### src/hw/dua_pkg.sv
// constants shared by the dual uart register access block
package dua_pkg;
   // register offsets on the 3-bit address
   localparam logic [2:0] OFS_DATA       = 3'h0;
   localparam logic [2:0] OFS_DIV_LOW    = 3'h0;
   localparam logic [2:0] OFS_DIV_HIGH   = 3'h1;
   localparam logic [2:0] OFS_FEATURE    = 3'h2;
   localparam logic [2:0] OFS_FIFO_CTRL  = 3'h2;
   localparam logic [2:0] OFS_LINE_CTRL  = 3'h3;
   localparam logic [2:0] OFS_MODEM_CTRL = 3'h4;
   localparam logic [2:0] OFS_RESUME_ONE = 3'h4;
   localparam logic [2:0] OFS_RESUME_TWO = 3'h5;
   localparam logic [2:0] OFS_STOP_ONE   = 3'h6;
   localparam logic [2:0] OFS_THRESHOLD  = 3'h6;
   localparam logic [2:0] OFS_STOP_TWO   = 3'h7;
   localparam logic [2:0] OFS_TRIGGER    = 3'h7;
   localparam logic [2:0] OFS_READY_STAT = 3'h7;
   // magic line-control values that page the banked registers
   localparam logic [7:0] LINE_CTRL_BANK_FLOW = 8'hbf;
   localparam int         LINE_CTRL_DIV_BIT   = 7;
   // field positions
   localparam int FEATURE_ENH_BIT   = 4;
   localparam int MODEM_STAT_EN_BIT = 2;
   localparam int MODEM_LOOP_BIT    = 4;
   localparam int MODEM_TCR_EN_BIT  = 6;
   localparam int MODEM_PRESC_BIT   = 7;
   localparam int MODEM_GUARD_LSB   = 5;
   localparam int READY_TX_LSB      = 0;
   localparam int READY_RX_LSB      = 4;
   localparam int FIFO_CTRL_RX_LSB  = 6;
   localparam int FIFO_CTRL_TX_LSB  = 4;
   // reset values
   localparam logic [7:0] RESET_ZERO = 8'h00;
   // prescaler and baud timing, in internal baud-clock periods
   localparam logic [1:0] PRESC_DIV4_LAST = 2'h3;
   localparam int TX_START_MIN_T   = 8;
   localparam int TX_START_MAX_T   = 24;
   localparam int TX_START_DELAY_T = (TX_START_MIN_T + TX_START_MAX_T) / 2;
   // transmit start sequencer, one bit changes per step except start back to idle, which changes two
   typedef enum logic [1:0] {
      TX_IDLE  = 2'b00,
      TX_WAIT  = 2'b01,
      TX_START = 2'b11
   } dua_tx_state_t;
endpackage

### src/hw/dua_regs.sv
// register bank, baud generator and host handshakes of the dual uart
`timescale 1ns/1ns
module dua_regs
   import dua_pkg::*;
#(
   parameter int CHANNELS = 2
) (
   // clock and reset
   input  wire logic                  clk_sys,
   input  wire logic                  reset_n,
   // host parallel bus
   input  wire logic [CHANNELS-1:0]   chip_sel_n,
   input  wire logic                  read_not_write,
   input  wire logic [2:0]            addr,
   input  wire logic [7:0]            data_in,
   output logic      [7:0]            data_out,
   output logic                       data_oe,
   // per channel fifo side
   input  wire logic [CHANNELS-1:0]   tx_fifo_ready,
   input  wire logic [CHANNELS-1:0]   rx_fifo_ready,
   input  wire logic [CHANNELS-1:0]   rx_stop_done,
   input  wire logic [CHANNELS*8-1:0] rx_data,
   output logic      [CHANNELS-1:0]   tx_load,
   output logic      [7:0]            tx_data,
   output logic      [CHANNELS-1:0]   rx_read,
   output logic      [CHANNELS-1:0]   tx_start,
   output logic      [CHANNELS-1:0]   baud_tick,
   output logic      [CHANNELS*5-1:0] tx_trigger,
   output logic      [CHANNELS*5-1:0] rx_trigger,
   // host handshake pins; the ready outputs are active low, rx_irq is active high
   output logic      [CHANNELS-1:0]   rx_irq,
   output logic      [CHANNELS-1:0]   receive_ready_out_n,
   output logic      [CHANNELS-1:0]   transmit_ready_out_n
);

   // banked registers, one copy per channel
   logic [7:0] div_low_q     [CHANNELS];
   logic [7:0] div_high_q    [CHANNELS];
   logic [7:0] feature_q     [CHANNELS];
   logic [7:0] line_ctrl_q   [CHANNELS];
   logic [7:0] modem_ctrl_q  [CHANNELS];
   logic [7:0] fifo_ctrl_q   [CHANNELS];
   logic [7:0] resume_one_q  [CHANNELS];
   logic [7:0] resume_two_q  [CHANNELS];
   logic [7:0] stop_one_q    [CHANNELS];
   logic [7:0] stop_two_q    [CHANNELS];
   logic [7:0] threshold_q   [CHANNELS];
   logic [7:0] trigger_q     [CHANNELS];

   // bus front end
   logic [CHANNELS-1:0] sel_prev_q;
   logic [CHANNELS-1:0] access_go;
   logic [7:0]          data_out_q;
   logic                data_oe_q;
   logic [7:0]          tx_data_q;
   logic [7:0]          read_mux     [CHANNELS];
   logic [7:0]          ready_status;
   logic [7:0]          selected_rd;

   // per channel outputs
   logic [CHANNELS-1:0]   tx_load_q;
   logic [CHANNELS-1:0]   rx_read_q;
   logic [CHANNELS-1:0]   tx_start_q;
   logic [CHANNELS-1:0]   baud_tick_q;
   logic [CHANNELS-1:0]   rx_irq_q;
   logic [CHANNELS-1:0]   rx_ready_n_q;
   logic [CHANNELS-1:0]   tx_ready_n_q;
   logic [CHANNELS*5-1:0] tx_trig_q;
   logic [CHANNELS*5-1:0] rx_trig_q;

   // shared fifo-ready status; reserved bits tie to zero
   assign ready_status = {2'b00, rx_fifo_ready[1:0], 2'b00, tx_fifo_ready[1:0]};

   // a new access starts when a chip select falls; inputs are synchronous
   // a select held low covers one access only, so the host raises it between accesses
   assign access_go = sel_prev_q & ~chip_sel_n;

   // readback of whichever channel is selected; channel a wins on overlap
   assign selected_rd = !chip_sel_n[0] ? read_mux[0] : read_mux[CHANNELS-1];

   // bus front end flops
   // data_oe lags the select by one edge; the host samples read data one edge later too
   always_ff @(posedge clk_sys or negedge reset_n) begin
      if (!reset_n) begin
         sel_prev_q <= '1;
         data_out_q <= RESET_ZERO;
         data_oe_q  <= 1'b0;
         tx_data_q  <= RESET_ZERO;
      end else begin
         sel_prev_q <= chip_sel_n;
         data_oe_q  <= read_not_write && (chip_sel_n != '1);
         data_out_q <= selected_rd;  // refreshed every cycle so status is live
         if ((access_go != '0) && !read_not_write) begin
            tx_data_q <= data_in;
         end
      end
   end

   genvar ch;
   generate
      for (ch = 0; ch < CHANNELS; ch = ch + 1) begin : g_chan
         // page decode; the magic value bfh also has bit 7 set, so it wins first
         logic          bank_flow;
         logic          bank_div;
         logic          enh_en;
         logic          tcr_open;
         logic          status_open;
         logic          wr;
         logic          rd;
         logic          wr_data;
         logic [7:0]    mux_d;
         logic [15:0]   divisor;
         logic [1:0]    presc_q;
         logic          presc_tick;
         logic [15:0]   baud_cnt_q;
         logic [4:0]    tx_cnt_q;
         dua_tx_state_t tx_state_q;
         dua_tx_state_t tx_state_d;

         assign bank_flow   = (line_ctrl_q[ch] == LINE_CTRL_BANK_FLOW);
         assign bank_div    = line_ctrl_q[ch][LINE_CTRL_DIV_BIT] && !bank_flow;
         assign enh_en      = feature_q[ch][FEATURE_ENH_BIT];
         assign tcr_open    = enh_en && modem_ctrl_q[ch][MODEM_TCR_EN_BIT];
         assign status_open = modem_ctrl_q[ch][MODEM_STAT_EN_BIT] &&
                              !modem_ctrl_q[ch][MODEM_LOOP_BIT];
         assign wr          = access_go[ch] && !read_not_write;
         assign rd          = access_go[ch] && read_not_write;
         assign wr_data     = wr && !line_ctrl_q[ch][LINE_CTRL_DIV_BIT] && (addr == OFS_DATA);

         // readback mux for this channel's page
         always_comb begin
            mux_d = RESET_ZERO;
            if (addr == OFS_LINE_CTRL) begin
               mux_d = line_ctrl_q[ch];
            end else if (bank_flow) begin
               case (addr)
                  OFS_FEATURE:    mux_d = feature_q[ch];
                  OFS_RESUME_ONE: mux_d = resume_one_q[ch];
                  OFS_RESUME_TWO: mux_d = resume_two_q[ch];
                  OFS_STOP_ONE:   mux_d = stop_one_q[ch];
                  OFS_STOP_TWO:   mux_d = stop_two_q[ch];
                  default:        mux_d = RESET_ZERO;
               endcase
            end else if (bank_div && (addr == OFS_DIV_LOW)) begin
               mux_d = div_low_q[ch];
            end else if (bank_div && (addr == OFS_DIV_HIGH)) begin
               mux_d = div_high_q[ch];
            end else begin
               case (addr)
                  OFS_DATA:       mux_d = rx_data[ch*8 +: 8];
                  OFS_MODEM_CTRL: mux_d = modem_ctrl_q[ch];
                  OFS_THRESHOLD:  mux_d = tcr_open ? threshold_q[ch] : RESET_ZERO;
                  OFS_READY_STAT: mux_d = status_open ? ready_status :
                                          (tcr_open ? trigger_q[ch] : RESET_ZERO);
                  default:        mux_d = RESET_ZERO;
               endcase
            end
         end
         assign read_mux[ch] = mux_d;

         // register writes, decoded on the falling edge of this channel's select
         always_ff @(posedge clk_sys or negedge reset_n) begin
            if (!reset_n) begin
               div_low_q[ch]    <= RESET_ZERO;
               div_high_q[ch]   <= RESET_ZERO;
               feature_q[ch]    <= RESET_ZERO;
               line_ctrl_q[ch]  <= RESET_ZERO;
               modem_ctrl_q[ch] <= RESET_ZERO;
               fifo_ctrl_q[ch]  <= RESET_ZERO;
               resume_one_q[ch] <= RESET_ZERO;
               resume_two_q[ch] <= RESET_ZERO;
               stop_one_q[ch]   <= RESET_ZERO;
               stop_two_q[ch]   <= RESET_ZERO;
               threshold_q[ch]  <= RESET_ZERO;
               trigger_q[ch]    <= RESET_ZERO;
            end else if (wr) begin
               if (addr == OFS_LINE_CTRL) begin
                  line_ctrl_q[ch] <= data_in;
               end else if (bank_flow) begin
                  case (addr)
                     OFS_FEATURE:    feature_q[ch]    <= data_in;
                     OFS_RESUME_ONE: resume_one_q[ch] <= data_in;
                     OFS_RESUME_TWO: resume_two_q[ch] <= data_in;
                     OFS_STOP_ONE:   stop_one_q[ch]   <= data_in;
                     OFS_STOP_TWO:   stop_two_q[ch]   <= data_in;
                     default:        ;
                  endcase
               end else if (bank_div && (addr == OFS_DIV_LOW)) begin
                  div_low_q[ch] <= data_in;
               end else if (bank_div && (addr == OFS_DIV_HIGH)) begin
                  div_high_q[ch] <= data_in;
               end else if (!bank_div) begin
                  case (addr)
                     OFS_FIFO_CTRL: fifo_ctrl_q[ch] <= data_in;
                     OFS_MODEM_CTRL: begin
                        // upper modem bits, prescaler among them, are guarded
                        modem_ctrl_q[ch][MODEM_GUARD_LSB-1:0] <= data_in[MODEM_GUARD_LSB-1:0];
                        if (enh_en) begin
                           modem_ctrl_q[ch][7:MODEM_GUARD_LSB] <= data_in[7:MODEM_GUARD_LSB];
                        end
                     end
                     OFS_THRESHOLD: if (tcr_open) threshold_q[ch] <= data_in;
                     OFS_TRIGGER:   if (tcr_open) trigger_q[ch]   <= data_in;
                     default:       ;
                  endcase
               end
            end
         end

         // prescaler then 16-bit divisor; a zero divisor holds the baud clock still
         // a divisor lowered below the running count ends the period at once rather than wrapping
         assign divisor    = {div_high_q[ch], div_low_q[ch]};
         assign presc_tick = !modem_ctrl_q[ch][MODEM_PRESC_BIT] || (presc_q == PRESC_DIV4_LAST);
         always_ff @(posedge clk_sys or negedge reset_n) begin
            if (!reset_n) begin
               presc_q          <= 2'h0;
               baud_cnt_q       <= 16'h0000;
               baud_tick_q[ch]  <= 1'b0;
            end else begin
               presc_q         <= presc_tick ? 2'h0 : presc_q + 2'h1;
               baud_tick_q[ch] <= 1'b0;
               if (divisor == 16'h0000) begin
                  baud_cnt_q <= 16'h0000;
               end else if (presc_tick) begin
                  if (baud_cnt_q >= divisor - 16'h0001) begin
                     baud_cnt_q      <= 16'h0000;
                     baud_tick_q[ch] <= 1'b1;
                  end else begin
                     baud_cnt_q <= baud_cnt_q + 16'h0001;
                  end
               end
            end
         end

         // transmit start sequencer: waits a fixed number of baud periods
         always_comb begin
            tx_state_d = tx_state_q;
            case (tx_state_q)
               TX_IDLE:  if (wr_data) tx_state_d = TX_WAIT;
               TX_WAIT:  if (baud_tick_q[ch] && (tx_cnt_q == 5'(TX_START_DELAY_T - 1))) tx_state_d = TX_START;
               TX_START: tx_state_d = TX_IDLE;
               default:  tx_state_d = TX_IDLE;
            endcase
         end

         // a data write during the wait does not restart the count; tx_load still pulses
         always_ff @(posedge clk_sys or negedge reset_n) begin
            if (!reset_n) begin
               tx_state_q       <= TX_IDLE;
               tx_cnt_q         <= 5'h00;
               tx_start_q[ch]   <= 1'b0;
               tx_load_q[ch]    <= 1'b0;
               tx_ready_n_q[ch] <= 1'b1;
            end else begin
               tx_state_q     <= tx_state_d;
               tx_load_q[ch]  <= wr_data;
               tx_start_q[ch] <= (tx_state_d == TX_START);
               if (tx_state_q == TX_IDLE) begin
                  tx_cnt_q <= 5'h00;
               end else if (baud_tick_q[ch]) begin
                  tx_cnt_q <= tx_cnt_q + 5'h01;
               end
               // drops together with the start bit, well inside the limit
               if (tx_state_d == TX_START) begin
                  tx_ready_n_q[ch] <= 1'b1;
               end else begin
                  tx_ready_n_q[ch] <= !tx_fifo_ready[ch];
               end
            end
         end

         // receive flags: a stop bit in the read cycle wins over the clear
         // the clear comes from the registered read pulse, two edges after the access starts
         always_ff @(posedge clk_sys or negedge reset_n) begin
            if (!reset_n) begin
               rx_irq_q[ch]     <= 1'b0;
               rx_ready_n_q[ch] <= 1'b1;
               rx_read_q[ch]    <= 1'b0;
            end else begin
               rx_read_q[ch] <= rd && !line_ctrl_q[ch][LINE_CTRL_DIV_BIT] && (addr == OFS_DATA);
               if (rx_stop_done[ch]) begin
                  rx_irq_q[ch]     <= 1'b1;
                  rx_ready_n_q[ch] <= 1'b0;
               end else if (rx_read_q[ch]) begin
                  rx_irq_q[ch]     <= 1'b0;
                  rx_ready_n_q[ch] <= 1'b1;
               end
            end
         end

         // effective trigger levels: bit 4 flags fallback to fifo control selection
         // registered so a trigger write never glitches the levels seen downstream
         always_ff @(posedge clk_sys or negedge reset_n) begin
            if (!reset_n) begin
               tx_trig_q[ch*5 +: 5] <= 5'h10;
               rx_trig_q[ch*5 +: 5] <= 5'h10;
            end else begin
               tx_trig_q[ch*5 +: 5] <= (trigger_q[ch][3:0] == 4'h0) ?
                  {3'b100, fifo_ctrl_q[ch][FIFO_CTRL_TX_LSB +: 2]} : {1'b0, trigger_q[ch][3:0]};
               rx_trig_q[ch*5 +: 5] <= (trigger_q[ch][7:4] == 4'h0) ?
                  {3'b100, fifo_ctrl_q[ch][FIFO_CTRL_RX_LSB +: 2]} : {1'b0, trigger_q[ch][7:4]};
            end
         end
      end
   endgenerate

   // outputs straight from flops
   assign data_out             = data_out_q;
   assign data_oe              = data_oe_q;
   assign tx_data              = tx_data_q;
   assign tx_load              = tx_load_q;
   assign rx_read              = rx_read_q;
   assign tx_start             = tx_start_q;
   assign baud_tick            = baud_tick_q;
   assign tx_trigger           = tx_trig_q;
   assign rx_trigger           = rx_trig_q;
   assign rx_irq               = rx_irq_q;
   assign receive_ready_out_n  = rx_ready_n_q;
   assign transmit_ready_out_n = tx_ready_n_q;

endmodule

### config.mk
export PLATFORM = sky130hd
export DESIGN_NAME = dua_regs
export DESIGN_NICKNAME = d
export VERILOG_FILES = /design/src/hw/dua_pkg.sv /design/src/hw/dua_regs.sv
export SDC_FILE = /design/constraint.sdc
export NUM_CORES = 1
export LEC_CHECK = 0
export BUFFER_PORTS_ARGS = -buffer_cell sky130_fd_sc_hd__buf_2
export CAP_MARGIN = 20
export CORE_MARGIN = 2
export CORE_UTILIZATION = 61
export CTS_CLUSTER_DIAMETER = 100
export DETAILED_ROUTE_END_ITERATION = 7
export GPL_ROUTABILITY_DRIVEN = 0
export PLACE_DENSITY_LB_ADDON = 0.15
export SYNTH_ARGS = -nofsm -noshare
export SYNTH_HDL_FRONTEND = slang
export SYNTH_SLANG_ARGS = --single-unit
### constraint.sdc
create_clock -name clk_sys -period 4.4 [get_ports clk_sys]
set_input_delay 0.22 -clock clk_sys [delete_from_list [all_inputs] [get_ports clk_sys]]
set_output_delay 0.22 -clock clk_sys [all_outputs]
set_load 0.02 [all_outputs]
After elaboration in Yosys (flattened, before gate mapping)
Index checks and enable logic that the tools add are counted.
- flip-flop bits (word level): 295
- logic and storage cells: 233
- eq/ne operators: 18
- bitwise operators: 11
- add/sub/neg operators: 8
- reduce and logical (&&, ||, !) cells: 81
- muxes and demuxes: 57
- $lt $le $gt $ge: 2
- operators by type and width (operator ; count):
    two-way mux 8 bit ; 15
    two-way mux 16 bit ; 6
    case mux 8 bit (5 select lines) ; 2
    case mux 8 bit (4 select lines) ; 2
    AND reduction 4 bit ; 12
    AND reduction 8 bit ; 6
    two-way mux 5 bit ; 8
    adder 16 x 1 -> 16 bit (second input constant) ; 2
    greater-or-equal comparator 16 bit ; 2
    logical NOT 16 bit ; 2
    subtractor 16 x 1 -> 16 bit (second input constant) ; 2
    AND reduction 7 bit ; 4
    logical AND 1 bit ; 26
    equality test 8 bit (second input constant) ; 2
    logical NOT 4 bit ; 4
    two-way mux 1 bit ; 16
    nonzero test 2 bit ; 7
    equality test 3 bit (second input constant) ; 4
    two-way mux 2 bit ; 6
    logical NOT 1 bit ; 11
    adder 5 x 1 -> 5 bit (second input constant) ; 2
    equality test 5 x 4 -> 1 bit (second input constant) ; 2
    AND reduction 5 bit ; 2
    NOT 1 bit ; 9
    other kinds (13) ; 23

Depth between registers and ports, before layout
- depth in word-level cells: 9
- depth in mapped cells: 15
- gate-level depth less buffers: 14

Worst setup path before layout
No wires, ideal clock.
- kind: register -> register
- start point: register div_low_q[8] (netlist name)
- end point: register g_chan[0].baud_cnt_q[14]
- path buffers: 1
- library setup time: 0.130 ns
- slack: 0.694 ns
- cell stages (with the launch flop): 16
- arrival: 3.576 ns
- cell sequence: dfrtp_1 -> inv_1 -> ha_1 -> or4b_1 -> nand2b_1 -> or4_1 -> or3_1 -> xor2_1 -> ha_1 -> nand2_1 -> o21ai_0 -> and3b_1 -> o2bb2ai_1 -> clkbuf_1 -> a41oi_1 -> o31ai_1
- cells in the longest elaborated chain, start to end: 5
- ends and longest elaborated chain (element ; line ; source):
    start, declared ; dua_regs.sv:37 ; logic [7:0] div_low_q [CHANNELS];
    start signal, assigned by index ; dua_regs.sv:189 ; div_low_q[ch] <= data_in;
    subtractor 16 x 1 -> 16 bit ; dua_regs.sv:225 ; if (baud_cnt_q >= divisor - 16'h0001) begin
    greater-or-equal comparator 16 bit ; dua_regs.sv:225 ;
    two-way mux 16 bit ; dua_regs.sv:225 ;
    two-way mux 16 bit ; dua_regs.sv:224 ; end else if (presc_tick) begin
    two-way mux 16 bit ; dua_regs.sv:222 ; if (divisor == 16'h0000) begin
    end signal, assigned ; dua_regs.sv:229 ; baud_cnt_q <= baud_cnt_q + 16'h0001;
    end, declared ; dua_regs.sv:115 ; logic [15:0] baud_cnt_q;
Several ways; a longest one is shown, not always the timed one. The select of a mux whose other input is x is not followed.
A chain may end at the register's enable or synchronous reset.

Worst setup path after layout
- start point: register div_low_q[8] (netlist name)
- end point: register g_chan[0].baud_cnt_q[5]
The elaborated chain is that of the path after synthesis.

==> flow_metrics.tcl <==
set metrics [dict create \
    post_synthesis_share_of_cell_area_spent_on_and_or_nand_and_nor_gates_pct 11.2 \
    h-tree-depth 1 \
    die-width_microns 156 \
    floorplan.die_area_sq_um 24400 \
    diode_count 0 \
    grt_first_pass_wirelength_mm 55.0 \
    layout.nets 1324 \
    globalRouteTotalUtil_pct 28.7 \
    layout.cells.non_filler 1554 \
    final-hold-violation-count 0 \
    placed_cells_incl_taps 1488 \
    syn_nets 1248 \
    clk_pin_slew_ps 60 \
    synth_top_area_share_pct 49.0 \
    place_worst_setup_slack_ps 464 \
    power_density_nw_per_um2 425 \
    final_area_sq_um 15900 \
    clock_tree.buffer_depth 3 \
    synth_ff_type "dfrtp_1" \
    start_util_pct 62.3 \
    finalCritPeriodShare_pct 88.9 \
    drc 0 \
    synth.lib_cells_used.distinct 67 \
    synth_enable_flop_cells 0 \
    synth_area_leaders "dfrtp_1 49%, mux2_2 15%, ha_1 3.7%" \
    dr.pass1.iters 7 \
    final_antenna_net_count 0 \
    synth_mux_area_share_pct 19.3 \
    std_cell_rows 55 \
    hold_path_class "input port to flip-flop" \
    placed_cell_area_sq_um 14800 \
    run_status "finished clean" \
    required_ps 4830 \
    number_of_antenna_violations_at_the_first_check_in_global_routing 0 \
    syn-cell-area_sq_um 14100 \
    timing.critical_path.from_type "flip-flop" \
    worst_setup_path_end_kind "flip-flop" \
    first_global_vias 9977 \
    ff2ff_setup_slack_ps 490 \
    drv_slew 0 \
    peakVddDrop_v 0.000342 \
    ys_warn_count 0 \
    finalWorstSetupSlack_ps 487 \
    dpl.hpwl_mm 22.8 \
    synth_compound_area_share_pct 10.5 \
    dieHeight_microns 156 \
    synth_async_sr_flop_share_pct 100 \
    synth_adder_area_share_pct 3.72 \
    static-leakage-power_nw 7.55 \
    synth-seq-area-share_pct 50.9 \
    cts_buffer_count 31 \
    worst_clock_skew_ps 11.0 \
    syn_area_per_cell_sq_um 12.1 \
    io-pin-count 89 \
    hold_buffers 8 \
    synth_top_family_by_area "multiplexers" \
    grt_max_degree 123 \
    layout-area-overhead-vs-synth_pct 12.8 \
    placement.io_buffers 88 \
    yosys-top-cells-count "277 x dfrtp_1, 194 x mux2_2, 71 x nand2_1" \
    vias 10000 \
    post_drt_wl_per_cell_microns 21.9 \
    unrepaired_setup_endpoints_after_global_routing "false" \
    cts_root_buffer_type "clkbuf_16" \
    library_cell_with_the_highest_instance_count_after_synthesis "dfrtp_1" \
    cap_viol_max_count 0 \
    post-cts-setup-buffers 0 \
    tightestPinTransition_ps 937 \
    netlist.top_cell.by_area "dfrtp_1" \
    post-route-min-period_ps 3910 \
    drt-vias-per-instance 6.46 \
    finalSetupViolCount 0 \
    critical_path.max_fanout 23 \
    synth.ff_latch_count 287 \
    critical_path_arrival_ps 4350 \
    slew_headroom_pct 37.0 \
    dr.first_iter.drc_count 777 \
    clock_latency_ps 570 \
    core-area_sq_um 22700 \
    timing.setup.critical_path_class "flip-flop to flip-flop" \
    fmax_mhz 256 \
    cts_sinks 287 \
    postSynthCellCount 1168 \
    cts_tree "built" \
    synthXorXnorAreaFrac_pct 2.23 \
    layout-drive-gt1-share_pct 31.0 \
    gr-total-overflow 0 \
    routed_wl_mm 34.0 \
    post_cts.resized_instances 0 \
    setup_tns_ps 0 \
]
-- through the flow --
step / hold WS, ps / util, % / total power, mW
2_1_floorplan: -75.6 / - / 3.75
5_1_grt: 235 / 70.2 / 7.06
6_report: 207 / 70.2 / 6.78
4_1_cts: 183 / 70.2 / 6.81
3_3_place_gp: 344 / 65.1 / 4.04
3_5_place_dp: 341 / 65.1 / 4.09
-- critical path: stages, from the launching register on --
cell and delay [ps]:
dfrtp_1 410, inv_1 120, ha_1 210, or4b_1 520, nand2b_1 200, or4_1 440
or3_1 340, xor2_1 150, ha_1 290, nand2_1 40, o21ai_0 170, and3b_1 200
o2bb2ai_1 140, buf_4 230, a22oi_1 200, o31ai_1 120
-- cells by family (layout without fill, tap and decap cells) --
logic type | count (synthesis) | after routing
AO/OA/AOI/OAI | 194 | 194
XOR/XNOR | 36 | 36
AND/OR/NAND/NOR | 300 | 300
buffers and inverters | 80 | 181
multiplexers | 229 | 229
adder cells (fa/ha/maj) | 42 | 42
flip-flops | 287 | 287
-- layer usage --
metal	track usage, %	vias up	routed length (microns)
met5	0	-	0
met4	9.57	0	1110
met3	4.40	87	2080
met2	46.3	337	16100
met1	40.4	5073	14700
li1	-	4541	-
-- cells in the final DEF, fill, tap and decap left out, types with 11 or more instances in the layout --
cell         n
nor3_1      24
a21o_1      14
xor2_1      17
a22o_1      27
dfrtp_1    277
a21oi_1     17
o221ai_1    19
and3_1      14
mux2_2     194
inv_1       18
a22oi_1     17
nand2_1     71
nor2_1      70
mux4_2      15
nand4_1     13
xnor2_1     19
a221oi_1    13
o21ai_0     21
clkbuf_16   31
a31oi_1     11
mux2i_1     20
nand3_1     24
buf_2       87
ha_1        42
-- final timing paths --
check	from	endpoint	cells past startpoint
setup / recovery	div_low_q[8]	g_chan[0].baud_cnt_q[5]	15
hold / removal	data_in[1]	div_low_q[1]	3
setup reg to reg	div_low_q[8]	g_chan[0].baud_cnt_q[5]	15
hold reg to reg	g_chan[1].presc_q[0]	g_chan[1].presc_q[0]	1
max in group asynchronous	reset_n	transmit_ready_out_n[0]	3
min in group asynchronous	reset_n	g_chan[1].baud_cnt_q[9]	2
-- report_power, final --
group	leakage [nW]	switching (mW)	internal [mW]
registers	3.84	0.179	2.82
clock network	0.539	1.08	1.63
logic	3.17	0.621	0.435
-- registers in the layout (all words and copies together) (netlist names), 10 cells and up --
signal / count
resume_one_q: 16
div_low_q: 16
stop_two_q: 16
g_chan.baud_cnt_q: 32
tx_trigger: 10
modem_ctrl_q: 16
feature_q: 16
stop_one_q: 16
g_chan.tx_cnt_q: 10
div_high_q: 16
line_ctrl_q: 16
threshold_q: 16
resume_two_q: 16
rx_trigger: 10
trigger_q: 16
-- area by class of cell --
type	count	area, sq um
clock buffers	40	870
clock inverters	18	214
fillers	1628	6770
inverters	18	67.6
multi-input cells	801	6630
flip-flops and latches	287	7190
well taps	285	357
repair buffers	105	611
Power figures use the tool's default switching activity.
